<file path="src/scirq_regs.svh">
// register map, field positions and reset values of the card select block
`ifndef SCIRQ_REGS_SVH
`define SCIRQ_REGS_SVH

// register indices as printed; byte address is four times the index
`define SCIRQ_IDX_SELECT       16'hFE00
`define SCIRQ_IDX_CAUSE        16'hFE01
`define SCIRQ_IDX_ENABLE       16'hFE02
`define SCIRQ_IDX_INT_LINE     16'hFE10
`define SCIRQ_IDX_EXT_LINE     16'hFE11
`define SCIRQ_IDX_TX_CTRL      16'hFE12
`define SCIRQ_IDX_RX_CTRL      16'hFE13

// apb byte addresses derived from the indices
`define SCIRQ_ADDR_W           18
`define SCIRQ_BYTE(idx)        ({(idx), 2'b00})

// select register fields
`define SCIRQ_SEL_BYPASS       1
`define SCIRQ_SEL_IFACE_LO     2
`define SCIRQ_SEL_IFACE_HI     3
`define SCIRQ_SEL_RESET        8'h00
`define SCIRQ_SEL_WMASK        8'h0E

// cause and enable bit positions (same for both registers)
`define SCIRQ_B_WAIT_TO        7
`define SCIRQ_B_CARD_EVT       6
`define SCIRQ_B_SUPPLY_TMR     5
`define SCIRQ_B_RX_AVAIL       4
`define SCIRQ_B_TX_EVT         3
`define SCIRQ_B_TX_SENT        2
`define SCIRQ_B_TX_ERR         1
`define SCIRQ_B_RX_ERR         0
`define SCIRQ_CAUSE_RESET      8'h00
`define SCIRQ_ENABLE_RESET     8'h00

// line control register fields
`define SCIRQ_LINE_DATA        0
`define SCIRQ_LINE_DIR         1
`define SCIRQ_LINE_STATE       5
`define SCIRQ_LINE_WMASK       8'h03
`define SCIRQ_LINE_RESET       8'h01

// transmit and receive status fields
`define SCIRQ_TX_EMPTY         0
`define SCIRQ_TX_FULL          1
`define SCIRQ_TX_BREAK         2
`define SCIRQ_TX_UNDERRUN      3
`define SCIRQ_RX_OVERRUN       0
`define SCIRQ_RX_PARITY        1

`endif

</file>
<file path="src/scirq_pkg.sv">
// types shared by the card select and interrupt block
package scirq_pkg;

	// routing choice of the shared uart
	typedef enum logic [1:0] {
		SCIRQ_IF_NONE = 2'b00,
		SCIRQ_IF_EXT  = 2'b01,
		SCIRQ_IF_INT  = 2'b10,
		SCIRQ_IF_INT2 = 2'b11
	} scirq_iface_type;

	typedef logic [7:0] scirq_byte_type;

endpackage

</file>
<file path="src/scirq_flag.sv">
// sticky status flag where a set beats a simultaneous clear
`timescale 1ns/1ps
`default_nettype none

module scirq_flag
	import scirq_pkg::*;
(
	input  wire logic pclk,
	input  wire logic presetn,
	input  wire logic set_in,
	input  wire logic clr_in,
	output var  logic flag_out
);

	// hold until cleared, set wins over clear
	always_ff @(posedge pclk or negedge presetn)
	begin
		if (!presetn)
			flag_out <= 1'b0;
		else if (set_in)
			flag_out <= 1'b1;
		else if (clr_in)
			flag_out <= 1'b0;
	end

endmodule // scirq_flag

`default_nettype wire

</file>
<file path="src/scirq_top.sv">
// card interface select, uart bypass and interrupt cause collection
// Functional notes
// select field routes uart: 00 none, 01 external, 1X internal
// writing select changes routing only, never starts activation
// bypass set drives the line from line control registers
// reading cause register clears bits, except flags with own clear
// wait timeout flag; in sync mode set by length counter done
// card event flag on detect pin insert, removal or fault
// supply timer flag set on expiry, cleared by cause read
// rx available follows fifo occupancy, not cleared by read
// in bypass rx available sets on falling edge of line
// firmware should mask rx available in bypass until byte done
// tx event on tx empty or full rising, cleared by tx read
// tx sent after each byte, also crc or lrc in block mode
// character mode with break detect: no tx sent on break
// tx error on break or underrun, cleared by tx control read
// rx error on overrun or parity, cleared by rx control read
// enable bit one lets its cause interrupt, zero blocks it
// disabled causes still set their cause bits
// enable bits share bit positions with their causes
// interrupt is or of cause and enable pairs
`timescale 1ns/1ps
`default_nettype none
`include "scirq_regs.svh"

module scirq_top
	import scirq_pkg::*;
(
	input  wire logic                      pclk,
	input  wire logic                      presetn,
	input  wire logic                      psel,
	input  wire logic                      penable,
	input  wire logic                      pwrite,
	input  wire logic [`SCIRQ_ADDR_W-1:0]  paddr,
	input  wire logic [31:0]               pwdata,
	output var  logic [31:0]               prdata,
	output logic                           pready,
	output logic                           pslverr,
	input  wire logic                      uart_tx_data,
	input  wire logic                      uart_tx_oe,
	input  wire logic                      uart_clock,
	output var  logic                      uart_rx_data,
	output var  logic                      int_card_line_out,
	output var  logic                      int_card_line_oe,
	input  wire logic                      int_card_line_in,
	output var  logic                      int_card_clock,
	output var  logic                      ext_card_line_out,
	output var  logic                      ext_card_line_oe,
	input  wire logic                      ext_card_line_in,
	output var  logic                      ext_card_clock,
	input  wire logic                      sync_mode,
	input  wire logic                      wait_timeout_evt,
	input  wire logic                      length_done_flag,
	input  wire logic                      card_detect_pin,
	input  wire logic                      iface_fault,
	input  wire logic                      supply_timer_evt,
	input  wire logic                      rx_fifo_not_empty,
	input  wire logic                      tx_empty_flag,
	input  wire logic                      tx_full_indicator,
	input  wire logic                      break_detected_flag,
	input  wire logic                      tx_underrun_flag,
	input  wire logic                      rx_overrun_flag,
	input  wire logic                      rx_parity_err,
	input  wire logic                      tx_byte_done,
	input  wire logic                      crc_byte_done,
	input  wire logic                      block_mode,
	input  wire logic                      break_detect_en,
	input  wire logic                      break_at_byte_end,
	output var  logic                      card_irq
);

	////////////////////////////////////////////////////////////////////////
	// register state

	scirq_byte_type  select_reg;
	scirq_byte_type  enable_reg;
	scirq_byte_type  int_line_reg;
	scirq_byte_type  ext_line_reg;
	scirq_byte_type  captured_reg;
	scirq_byte_type  cause;
	scirq_iface_type interface_select;
	logic            bypass;
	logic            iface_active;
	logic            sel_line_in;
	logic            line_prev_reg;
	logic            card_prev_reg;
	logic            fault_prev_reg;
	logic            tx_empty_prev_reg;
	logic            tx_full_prev_reg;
	logic            brk_prev_reg;
	logic            undr_prev_reg;
	logic            ovr_prev_reg;
	logic            par_prev_reg;
	logic            rx_avail_reg;

	////////////////////////////////////////////////////////////////////////
	// apb decode

	logic                     setup_phase;
	logic                     access_phase;
	logic                     wr_en;
	logic                     rd_done;
	logic                     hit_select;
	logic                     hit_cause;
	logic                     hit_enable;
	logic                     hit_int_line;
	logic                     hit_ext_line;
	logic                     hit_tx_ctrl;
	logic                     hit_rx_ctrl;
	logic                     mapped;
	scirq_byte_type           rd_value;
	logic                     cause_read;
	logic                     tx_ctrl_read;
	logic                     rx_ctrl_read;

	// transfer phases; every access takes one access cycle
	assign setup_phase  = psel & ~penable;
	assign access_phase = psel & penable;
	assign pready       = access_phase;

	// address decode against byte addresses
	always_comb
	begin
		hit_select   = 1'b0;
		hit_cause    = 1'b0;
		hit_enable   = 1'b0;
		hit_int_line = 1'b0;
		hit_ext_line = 1'b0;
		hit_tx_ctrl  = 1'b0;
		hit_rx_ctrl  = 1'b0;
		if (paddr == `SCIRQ_BYTE(`SCIRQ_IDX_SELECT))
			hit_select = 1'b1;
		else if (paddr == `SCIRQ_BYTE(`SCIRQ_IDX_CAUSE))
			hit_cause = 1'b1;
		else if (paddr == `SCIRQ_BYTE(`SCIRQ_IDX_ENABLE))
			hit_enable = 1'b1;
		else if (paddr == `SCIRQ_BYTE(`SCIRQ_IDX_INT_LINE))
			hit_int_line = 1'b1;
		else if (paddr == `SCIRQ_BYTE(`SCIRQ_IDX_EXT_LINE))
			hit_ext_line = 1'b1;
		else if (paddr == `SCIRQ_BYTE(`SCIRQ_IDX_TX_CTRL))
			hit_tx_ctrl = 1'b1;
		else if (paddr == `SCIRQ_BYTE(`SCIRQ_IDX_RX_CTRL))
			hit_rx_ctrl = 1'b1;
	end

	assign mapped = hit_select | hit_cause | hit_enable | hit_int_line |
		hit_ext_line | hit_tx_ctrl | hit_rx_ctrl;
	assign pslverr = access_phase & ~mapped;
	assign wr_en   = access_phase & pwrite & mapped;
	assign rd_done = access_phase & ~pwrite;

	// read side effects happen at the completing edge
	assign cause_read   = rd_done & hit_cause;
	assign tx_ctrl_read = rd_done & hit_tx_ctrl;
	assign rx_ctrl_read = rd_done & hit_rx_ctrl;

	// read value of the addressed register
	always_comb
	begin
		rd_value = 8'h00;
		if (hit_select)
			rd_value = select_reg;
		else if (hit_cause)
			rd_value = cause;
		else if (hit_enable)
			rd_value = enable_reg;
		else if (hit_int_line)
			rd_value = {2'b00, int_card_line_in, 3'b000, int_line_reg[1:0]};
		else if (hit_ext_line)
			rd_value = {2'b00, ext_card_line_in, 3'b000, ext_line_reg[1:0]};
		else if (hit_tx_ctrl)
			rd_value = {4'h0, tx_underrun_flag, break_detected_flag,
				tx_full_indicator, tx_empty_flag};
		else if (hit_rx_ctrl)
			rd_value = {6'h00, rx_parity_err, rx_overrun_flag};
	end

	// read data captured in the setup cycle, held through access
	always_ff @(posedge pclk or negedge presetn)
	begin
		if (!presetn)
			prdata <= 32'h0000_0000;
		else if (setup_phase && !pwrite)
			prdata <= {24'h00_0000, rd_value};
	end

	// snapshot of the cause bits that the current read reports
	always_ff @(posedge pclk or negedge presetn)
	begin
		if (!presetn)
			captured_reg <= 8'h00;
		else if (setup_phase)
			captured_reg <= (hit_cause && !pwrite) ? cause : 8'h00;
	end

	////////////////////////////////////////////////////////////////////////
	// writable registers

	// select register; routing only, no activation side effect
	always_ff @(posedge pclk or negedge presetn)
	begin
		if (!presetn)
			select_reg <= `SCIRQ_SEL_RESET;
		else if (wr_en && hit_select)
			select_reg <= pwdata[7:0] & `SCIRQ_SEL_WMASK;
	end

	// enable register, bits aligned with the cause bits
	always_ff @(posedge pclk or negedge presetn)
	begin
		if (!presetn)
			enable_reg <= `SCIRQ_ENABLE_RESET;
		else if (wr_en && hit_enable)
			enable_reg <= pwdata[7:0];
	end

	// line control registers for bypass drive
	always_ff @(posedge pclk or negedge presetn)
	begin
		if (!presetn)
		begin
			int_line_reg <= `SCIRQ_LINE_RESET;
			ext_line_reg <= `SCIRQ_LINE_RESET;
		end
		else if (wr_en && hit_int_line)
			int_line_reg <= pwdata[7:0] & `SCIRQ_LINE_WMASK;
		else if (wr_en && hit_ext_line)
			ext_line_reg <= pwdata[7:0] & `SCIRQ_LINE_WMASK;
	end

	////////////////////////////////////////////////////////////////////////
	// card line routing

	assign interface_select = scirq_iface_type'(select_reg[
		`SCIRQ_SEL_IFACE_HI:`SCIRQ_SEL_IFACE_LO]);
	assign bypass       = select_reg[`SCIRQ_SEL_BYPASS];
	assign iface_active = (interface_select != SCIRQ_IF_NONE);

	// uart or line registers drive the selected interface only
	always_comb
	begin
		int_card_line_out = 1'b1;
		int_card_line_oe  = 1'b0;
		int_card_clock    = 1'b0;
		ext_card_line_out = 1'b1;
		ext_card_line_oe  = 1'b0;
		ext_card_clock    = 1'b0;
		sel_line_in       = 1'b1;
		case (interface_select)
			SCIRQ_IF_EXT:
			begin
				sel_line_in    = ext_card_line_in;
				ext_card_clock = uart_clock;
				if (bypass)
				begin
					ext_card_line_out = ext_line_reg[`SCIRQ_LINE_DATA];
					ext_card_line_oe  = ext_line_reg[`SCIRQ_LINE_DIR];
				end
				else
				begin
					ext_card_line_out = uart_tx_data;
					ext_card_line_oe  = uart_tx_oe;
				end
			end
			SCIRQ_IF_INT, SCIRQ_IF_INT2:
			begin
				sel_line_in    = int_card_line_in;
				int_card_clock = uart_clock;
				if (bypass)
				begin
					int_card_line_out = int_line_reg[`SCIRQ_LINE_DATA];
					int_card_line_oe  = int_line_reg[`SCIRQ_LINE_DIR];
				end
				else
				begin
					int_card_line_out = uart_tx_data;
					int_card_line_oe  = uart_tx_oe;
				end
			end
			default:
			begin
				sel_line_in = 1'b1;
			end
		endcase
	end

	// uart receive sees an idle high line while bypassed
	assign uart_rx_data = bypass ? 1'b1 : sel_line_in;

	////////////////////////////////////////////////////////////////////////
	// edge history for event detection

	always_ff @(posedge pclk or negedge presetn)
	begin
		if (!presetn)
		begin
			line_prev_reg     <= 1'b1;
			card_prev_reg     <= 1'b0;
			fault_prev_reg    <= 1'b0;
			tx_empty_prev_reg <= 1'b0;
			tx_full_prev_reg  <= 1'b0;
			brk_prev_reg      <= 1'b0;
			undr_prev_reg     <= 1'b0;
			ovr_prev_reg      <= 1'b0;
			par_prev_reg      <= 1'b0;
		end
		else
		begin
			line_prev_reg     <= sel_line_in;
			card_prev_reg     <= card_detect_pin;
			fault_prev_reg    <= iface_fault;
			tx_empty_prev_reg <= tx_empty_flag;
			tx_full_prev_reg  <= tx_full_indicator;
			brk_prev_reg      <= break_detected_flag;
			undr_prev_reg     <= tx_underrun_flag;
			ovr_prev_reg      <= rx_overrun_flag;
			par_prev_reg      <= rx_parity_err;
		end
	end

	////////////////////////////////////////////////////////////////////////
	// cause flags

	logic set_wait;
	logic set_card;
	logic set_supply;
	logic set_tx_evt;
	logic set_tx_sent;
	logic set_tx_err;
	logic set_rx_err;
	logic line_fall;

	// uart causes count only while an interface is selected
	assign set_wait = iface_active & (sync_mode ? length_done_flag :
		wait_timeout_evt);
	assign set_card = (card_detect_pin ^ card_prev_reg) |
		(iface_fault & ~fault_prev_reg);
	assign set_supply = iface_active & supply_timer_evt;
	assign set_tx_evt = iface_active &
		((tx_empty_flag & ~tx_empty_prev_reg) |
		(tx_full_indicator & ~tx_full_prev_reg));
	assign set_tx_sent = iface_active &
		((tx_byte_done & ~(~block_mode & break_detect_en &
		break_at_byte_end)) |
		(block_mode & crc_byte_done));
	assign set_tx_err = iface_active &
		((break_detected_flag & ~brk_prev_reg) |
		(tx_underrun_flag & ~undr_prev_reg));
	assign set_rx_err = iface_active &
		((rx_overrun_flag & ~ovr_prev_reg) |
		(rx_parity_err & ~par_prev_reg));
	assign line_fall = iface_active & line_prev_reg & ~sel_line_in;

	// bits cleared by a cause read, only those that were reported
	scirq_flag u_wait
	(
		.pclk     (pclk),
		.presetn  (presetn),
		.set_in   (set_wait),
		.clr_in   (cause_read & captured_reg[`SCIRQ_B_WAIT_TO]),
		.flag_out (cause[`SCIRQ_B_WAIT_TO])
	);

	scirq_flag u_card
	(
		.pclk     (pclk),
		.presetn  (presetn),
		.set_in   (set_card),
		.clr_in   (cause_read & captured_reg[`SCIRQ_B_CARD_EVT]),
		.flag_out (cause[`SCIRQ_B_CARD_EVT])
	);

	scirq_flag u_supply
	(
		.pclk     (pclk),
		.presetn  (presetn),
		.set_in   (set_supply),
		.clr_in   (cause_read & captured_reg[`SCIRQ_B_SUPPLY_TMR]),
		.flag_out (cause[`SCIRQ_B_SUPPLY_TMR])
	);

	scirq_flag u_tx_sent
	(
		.pclk     (pclk),
		.presetn  (presetn),
		.set_in   (set_tx_sent),
		.clr_in   (cause_read & captured_reg[`SCIRQ_B_TX_SENT]),
		.flag_out (cause[`SCIRQ_B_TX_SENT])
	);

	// transmit flags clear on a transmit control read
	scirq_flag u_tx_evt
	(
		.pclk     (pclk),
		.presetn  (presetn),
		.set_in   (set_tx_evt),
		.clr_in   (tx_ctrl_read),
		.flag_out (cause[`SCIRQ_B_TX_EVT])
	);

	scirq_flag u_tx_err
	(
		.pclk     (pclk),
		.presetn  (presetn),
		.set_in   (set_tx_err),
		.clr_in   (tx_ctrl_read),
		.flag_out (cause[`SCIRQ_B_TX_ERR])
	);

	// receive error clears on a receive control read
	scirq_flag u_rx_err
	(
		.pclk     (pclk),
		.presetn  (presetn),
		.set_in   (set_rx_err),
		.clr_in   (rx_ctrl_read),
		.flag_out (cause[`SCIRQ_B_RX_ERR])
	);

	// rx available: fifo level normally, line falling edge in bypass
	always_ff @(posedge pclk or negedge presetn)
	begin
		if (!presetn)
			rx_avail_reg <= 1'b0;
		else if (bypass)
		begin
			if (line_fall)
				rx_avail_reg <= 1'b1;
			else if (cause_read && captured_reg[`SCIRQ_B_RX_AVAIL])
				rx_avail_reg <= 1'b0;
		end
		else
			rx_avail_reg <= iface_active & rx_fifo_not_empty;
	end

	assign cause[`SCIRQ_B_RX_AVAIL] = rx_avail_reg;

	////////////////////////////////////////////////////////////////////////
	// interrupt output

	// causes always latch; enables only gate the output
	always_ff @(posedge pclk or negedge presetn)
	begin
		if (!presetn)
			card_irq <= 1'b0;
		else
			card_irq <= |(cause & enable_reg);
	end

endmodule // scirq_top

`default_nettype wire

</file>
<file path="config.mk">
export PLATFORM = sky130hd
export DESIGN_NAME = scirq_top
export DESIGN_NICKNAME = d
export VERILOG_FILES = /design/src/scirq_pkg.sv /design/src/scirq_flag.sv /design/src/scirq_top.sv
export VERILOG_INCLUDE_DIRS = /design/src
export SDC_FILE = /design/constraint.sdc
export NUM_CORES = 1
export LEC_CHECK = 0
export ABC_CLOCK_PERIOD_IN_PS = 2100
export BUFFER_PORTS_ARGS = -buffer_cell sky130_fd_sc_hd__buf_4
export CORE_MARGIN = 4
export CORE_UTILIZATION = 43
export CTS_BUF_LIST = sky130_fd_sc_hd__clkbuf_8
export DETAILED_ROUTE_END_ITERATION = 6
export GPL_TIMING_DRIVEN = 1
export HOLD_SLACK_MARGIN = 0.06
export PLACE_DENSITY = 0.78
export SETUP_SLACK_MARGIN = 0.3
export SYNTH_ARGS = -nofsm -noshare
export SYNTH_HDL_FRONTEND = slang
export SYNTH_HIERARCHICAL = 1
export SYNTH_SLANG_ARGS = --single-unit
</file>
<file path="constraint.sdc">
create_clock -name pclk -period 2.1 [get_ports pclk]
set_input_delay 0.42 -clock pclk [delete_from_list [all_inputs] [get_ports pclk]]
set_output_delay 0.42 -clock pclk [all_outputs]
set_load 0.1 [all_outputs]
</file>
After elaboration in Yosys (flattened, before gate mapping)
Index checks and enable logic that the tools add are counted.

Register bits after elaboration: 49. Input bits: 78. Output and inout bits: 42. Word-level logic and storage cells: 179.

Equal/unequal tests: 11. Muxes and demuxes: 65. Bitwise operators: 60. Reduce and logical (&&, ||, !) cells: 19.

Operators by type and width (count): equality test 18 bit (second input constant) (7); two-way mux 1 bit (56); bitwise AND 1 bit (33); two-way mux 8 bit (4); nonzero test 2 bit (8); NOT 1 bit (14); two-way mux 6 bit (2); bitwise OR 1 bit (11); bitwise AND 8 bit (1); OR reduction 8 bit (1); logical AND 1 bit (7); equality test 2 bit (second input constant) (2); two-way mux 4 bit (1); inequality test 3 x 1 -> 1 bit (second input constant) (1); equality test 2 x 1 -> 1 bit (second input constant) (1); two-way mux 2 bit (1); one-hot mux 1 bit (2 select lines) (1); AND reduction 2 bit (1); OR reduction 2 bit (1); zero test 1 bit (1); XOR 1 bit (1).

Longest topological paths before layout
Gate-level depths: netlist (run 1).

Word-level depth: 15. Mapped depth: 7.

Hierarchy
Netlist (run 1), hierarchy kept.

Modules (own cells, without submodules): scirq_top (instances 1, cells each 223, area each 2262.2 um^2); scirq_flag (instances 7, cells each 3, area each 36.3 um^2).

Worst setup path after synthesis (run 1)
Ideal clock, no wire load.

Path kind: input-to-output. From: input paddr[3]. To: output pslverr. Data arrival time: 2.503 ns. Data required time: 1.680 ns. Path slack: -0.823 ns. Cell stages on the path: 4. Buffers on the path: 2. Cell sequence: clkbuf_1 clkbuf_1 a31oi_1 nor2_1.

Cells in the longest elaborated chain, start to end: 11.

Ends and longest elaborated chain: start: declaration (RTL line scirq_top.sv:34) `` input wire logic [`SCIRQ_ADDR_W-1:0] paddr, ``; equality test 18 bit (no line); two-way mux 1 bit (tied with other cells) (RTL line scirq_top.sv:133) `` else if (paddr == `SCIRQ_BYTE(`SCIRQ_IDX_CAUSE)) ``; two-way mux 1 bit (tied with other cells) (RTL line scirq_top.sv:131) `` if (paddr == `SCIRQ_BYTE(`SCIRQ_IDX_SELECT)) ``; bitwise OR 1 bit (tied with other cells) (4 in series) (RTL line scirq_top.sv:147) `assign mapped = hit_select | hit_cause | hit_enable | hit_int_line |`; bitwise OR 1 bit / two-way mux 1 bit (equally long branches) (RTL line scirq_top.sv:148, scirq_top.sv:131); bitwise OR 1 bit (*) (RTL line scirq_top.sv:148) `hit_ext_line | hit_tx_ctrl | hit_rx_ctrl;`; NOT 1 bit (*) (RTL line scirq_top.sv:149) `assign pslverr = access_phase & ~mapped;`; bitwise AND 1 bit (*) (RTL line scirq_top.sv:149); end: declaration (RTL line scirq_top.sv:38) `output logic pslverr,`.

Every way passes the cells marked *; elsewhere a longest branch is shown, timed or not.

Worst setup path after layout (run 1)
From: input paddr[0]. To: output pslverr.

The elaborated chain is that of the path after synthesis.

==> metrics, run 1 <==
outcome complete, but fails checks; violated checks negative setup slack; post-synth top area cell dfrtp_1; clock slew at reported path FFs around 80 ps; starting density of the core 45.1%; min-delay worst type input pin to async pin; CTS Sinks 46; initial antenna violation count 0; drt via density 5.16; FF-to-FF path depth 6; CP required 1680 ps; ys async rst share 100%; Post-Syn Area 2520 um^2; worst setup margin -300 ps; Post-DRT Antenna Nets 0; Area after DPL 3220 um^2; Port Buf Inserts about 70; Leak Pwr 1.68 nW; Synth Register Bits 46; die area a little over 7000 um^2; dpl hpwl 5000 um; total track usage between 10% and 20%; vias in the first global route between 2k and 2.5k; Inserted Clock Buffers 5; Clk network pwr share 29.2%; final period utilization 114%; footprint of the multi-input gates 1420 um^2; share of the synthesized area in the top cell type between 40% and 50%; count leader, synth dfrtp_1; Pint 1.28 mW; Worst Setup End Kind primary output; clock latency on the worst-skew pair around 290 ps; Post-synth EDFFs 0; IO Pins 120; Tmin final 2400 ps; worst r2r dst rx_avail_reg$_DFFE_PN0P_; placed cells 392; unrepaired setup endpoints after global routing true; R2R setup slack ~530 ps; Post-Synthesis Cells about 240; core box area 5570 um^2; DP Worst Slack -502 ps; Vias roughly 2.1k; Max-Cap Viols 0; FP Rows 27; CTS Root Cell clkbuf_8; CTS tree built; register area around 1200 um^2; Layout Nets 410; slew margin rel. about three fifths; Pwr per Cell Area 526 nW/um^2; drc violations 0; leading register cell type out of synthesis dfrtp_1; largest net degree at the start of global routing 47; worst slew pin tran 572 ps; clk_skew 3.51 ps; sw frac 32.3%; first-pass GRT wire length 10700 um; RD Place Congestion 0.831; filler cell count 436; CP startpoint kind input pin; Util after Layout between 60% and 70%; DR WL/cell about 16 um; Syn. warnings 6; WL final approximately 6600 um; Mapped Avg Cell Area 10.3 um^2; Ant. Diodes 0; Logic pwr share between 20 and 25%; Die Y 84.5 um; Flop pwr share 48.3%; NetSw between 0.6 and 0.7 mW; WP data arrival 1980 ps; synth unique cells 45; Area contributors post-synth dfrtp_1 43%, buf_4 7.2%, mux2_1 4.5%; final setup violating endpoints 14; RR Startpoint select_reg[3]$_DFFE_PN0P_; Final Max Tran Viols 0; register area share after synthesis 45.9%; Max H-tree Level 2; hold_ws 118 ps; Overflow after GRT 0; die width 84.5 um; Worst IR Drop VDD roughly 0.28 mV; area grow syn2layout 42.2%; critical path type input pin to primary output; DR pass1 iterations 5; CTS Buffer Depth 2; endpoints failing hold 0; Final Instance Area 3580 um^2; layout cells sized above 1 43.2%; final non-filler cell total 405; fmax 417 MHz; Synth top cells by count 43 x dfrtp_1, 24 x buf_4, 20 x nand2_1; worst-path maximum fanout 2; Iter 0 DRT Violations 162
-- layer usage --
metal / wire (um) / track usage, % / up-vias
li1: - / - / 995
met1: 2790 / 24.1 / 1004
met2: 3290 / 32.0 / 85
met3: 445 / 3.83 / 7
met4: 76 / 4.32 / 0
met5: 0 / 0 / -
-- power groups by stage --
stage                     clock [mW]  sequential (mW)  combinational [mW]
final                          0.550            0.909               0.425
after global routing           0.597            0.911               0.445
after CTS                      0.554            0.909               0.419
after detailed placement           0            0.927               0.406
after global placement             0            0.926               0.401
after floorplan                    0            0.924               0.311
-- logic make-up (layout without fill, tap and decap cells) --
group                     Yosys count  after routing  share of synthesized area [%]
AOI/OAI and AO/OA                  46             46                           13.1
other                               1             24                          0.149
DFF                                46             46                           45.9
xor gates and xnor gates            1              1                          0.348
buffers and inverters              45            111                           10.6
and+or+nand+nor                    84             84                           20.3
muxes                              21             21                           9.65
-- placed cells by master, fill, tap and decap left out, types with 7 or more instances in the layout --
cell type	Yosys	routed
nand2b_1	16	12
a21o_1	7	7
inv_1	14	13
dfrtp_1	43	41
buf_4	24	77
nor2_1	12	11
a22oi_1	7	7
mux2_4	0	11
conb_1	1	24
nand2_1	20	20
-- worst max-delay path, cell delays in order --
cell and delay, ps:
buf_6 90, or4_4 520, or4_4 520, a31oi_4 190, nor2_4 70, buf_12 160
-- metrics by stage --
| stage | TNS [ps] | power [mW] |
|---|---|---|
| 6_report | -2020 | 1.88 |
| 5_1_grt | -2630 | 1.95 |
| 4_1_cts | -2030 | 1.88 |
| 3_5_place_dp | -9470 | 1.33 |
| 3_3_place_gp | -8990 | 1.33 |
| 2_1_floorplan | -2010 | 1.23 |
-- how the worst max path moves through the flow --
stage / from / endpoint / depth (start not counted)
floorplan: paddr[4] / pslverr / 5
global placement: paddr[4] / u_wait/flag_out$_DFFE_PN0P_ / 9
detailed placement: paddr[4] / u_supply/flag_out$_DFFE_PN0P_ / 9
CTS: paddr[5] / pslverr / 6
global route: paddr[0] / pslverr / 6
finish: paddr[0] / pslverr / 6
-- layout make-up --
class,instances,share of cell area (%)
clock buffer,6,2.31
clock inverter,2,0.245
inverter,14,1.57
multi-input combinational,176,39.6
sequential,46,32.3
tap,72,2.52
timing repair buffer,89,21.4
-- repair_timing --
| item | in CTS | in global routing |
|---|---|---|
| gates resized for setup | 36 | 15 |
| hold buffers | 0 | 0 |
| cloned | 0 | 0 |
| setup buffers | 3 | 2 |
| pin swaps | 4 | 3 |
| endpoints found under the setup margin | 39 | 39 |
Power figures use the tool's default switching activity.
==> run 2: changes to the inputs <==
--- a/config.mk
+++ b/config.mk
@@ -11,6 +11,7 @@
 export CORE_MARGIN = 4
 export CORE_UTILIZATION = 43
 export CTS_BUF_LIST = sky130_fd_sc_hd__clkbuf_8
+export CTS_CLUSTER_DIAMETER = 30
 export DETAILED_ROUTE_END_ITERATION = 6
 export GPL_TIMING_DRIVEN = 1
 export HOLD_SLACK_MARGIN = 0.06
==> constraint.sdc (replaced) <==
create_clock -name pclk -period 2.1 [get_ports pclk]
set_input_delay 0.525 -clock pclk [delete_from_list [all_inputs] [get_ports pclk]]
set_output_delay 0.525 -clock pclk [all_outputs]
set_load 0.1 [all_outputs]
==> run 2 against run 1 <==
  * The run still ends with negative setup slack left
  * Hold slack gained 87 ps
  * Global-route usage rose by 1.7 points
  * Cell count increased by 1.7%
  * Sequential cell count unchanged
  * Setup slack lost 230 ps
  * Wire length increased by 8.4%
  * Count of clock-buffer cells in the layout did not move
  * Design area up 3.2%
  * Total power increased by 14%
  * Non-clock buffer count grew 7
  * Critical path type unchanged
==> metrics, run 2 (synthesized netlist as in run 1, its figures left out) <==
outcome complete, but fails checks; violated checks negative setup slack; worst setup margin -525 ps; Vias 2179; origin of the worst setup path paddr[5]; sw frac 28.9%; crit path cell chain buf_6 > or4b_4 > or4_4 > a31oi_4 > nor2_4 > buf_12; final non-filler cell total 412; Port Buf Inserts 71; Clk network pwr share a little under two fifths; Iter 0 DRT Violations 162; Pwr per Cell Area 579 nW/um^2; Ant. Diodes 0; layout cells sized above 1 44.1%; die width 84.5 um; Setup TNS Final -7720 ps; clock slew at reported path FFs roughly 80 ps; CTS Buffer Depth 2; CTS Sinks 46; starting density of the core 45.1%; unrepaired setup endpoints after global routing true; RD Place Congestion 0.867; drc violations 0; clock latency on the worst-skew pair 300 ps; Tmin final between 2000 and 3000 ps; slowest cell on the critical path or4b_4; FP Rows 27; commonest cells after routing, fill and taps aside 79 x buf_4, 42 x dfrtp_1, 24 x conb_1; CP top delay family simple AND/OR/NAND/NOR gates; first-pass GRT wire length between 10000 and 15000 um; hold_ws 205 ps; hold_buf cts 0; delay of the slowest cell on the worst path 540 ps; min-delay worst type input pin to async pin; DR WL met3 480 um; fmax 381 MHz; vias in the first global route 2291; total track usage 20.3%; WP data arrival approximately 2100 ps; Die Y ~84 um; FF-to-FF path depth 6; IO Pins 120; CP required about 1600 ps; placed cells between 300 and 400; area grow syn2layout 46.7%; Overflow after GRT 0; slew margin rel. 62.0%; largest net degree at the start of global routing 47; DR pass1 iterations 4; Pint 1.52 mW; M1 WL 2790 um; Max-Cap Viols 0; commonest non-fill, non-tap cell in the layout buf_4; R2R setup slack between 400 and 500 ps; core box area around 5600 um^2; Worst IR Drop VDD 0.433 mV; worst slew pin tran 569 ps; die area 7140 um^2; CTS tree built; Crit path depth 6; CP startpoint kind input pin; DR WL/cell approximately 17 um; Flop pwr share around 43%; Logic pwr share between 10% and 20%; critical path type input pin to primary output; clk_skew 6.59 ps; Leak Pwr 1.73 nW; initial antenna violation count 0; drt via density 5.29; final setup violating endpoints 24; CTS Root Cell clkbuf_8; Layout Nets 417; Max H-tree Level 2; total power 2.14 mW; RR Startpoint select_reg[3]$_DFFE_PN0P_; Inserted Clock Buffers 5; Final Max Tran Viols 0; Post-DRT Antenna Nets 0; NetSw 0.617 mW; Worst Path Buf+Inv 2; endpoints failing hold 0; Met2 Wirelength 3680 um; Worst Setup End Kind primary output; WL final 7160 um; dpl hpwl 5120 um; worst r2r dst rx_avail_reg$_DFFE_PN0P_; worst-path maximum fanout 2; final period utilization 125%; top layer in use met4
[run 2: per-layer routing]
| metal | global-route usage (%) | vias up |
|---|---|---|
| met4 | 7.34 | 0 |
| met1 | 24.1 | 1040 |
| met3 | 4.81 | 20 |
| met2 | 35.7 | 108 |
| met5 | 0 | - |
| li1 | - | 1011 |
[run 2: repair_timing]
| item | 4_1_cts | 5_1_grt |
|---|---|---|
| setup buffers | 8 | 1 |
| pin swaps | 10 | 3 |
| setup endpoints to repair | 42 | 45 |
| gates resized for setup | 44 | 13 |
[run 2: worst max-delay path by stage]
stage	end	slack (ps)
after global placement	pslverr	-670
after CTS	pslverr	-510
after detailed placement	pslverr	-710
final	pslverr	-530
after global routing	pslverr	-550
after floorplan	pslverr	-430
[run 2: layout make-up]
cell class                      count  area (um^2)
Tap cell                           72         90.1
Clock buffer                        6         82.6
Inverter                           14         56.3
Sequential cell                    46         1160
Clock inverter                      2         60.1
Timing Repair Buffer               96          850
Fill cell                         408         1880
Multi-Input combinational cell    176         1400
[run 2: power by group through the flow]
stage	sequential, mW	clock [mW]	combinational (mW)
floorplan	0.924	0	0.312
finish	0.910	0.806	0.423
global placement	0.926	0	0.402
global route	0.912	0.857	0.444
detailed placement	0.927	0	0.408
CTS	0.910	0.817	0.418
[run 2: through the flow]
step	utilization, %	worst slack, ps	area, um^2
after floorplan	-	-427	2720
after global placement	58.0	-667	3230
after detailed placement	58.0	-706	3230
after CTS	64.9	-514	3620
after global routing	66.2	-552	3690
final	66.2	-525	3690
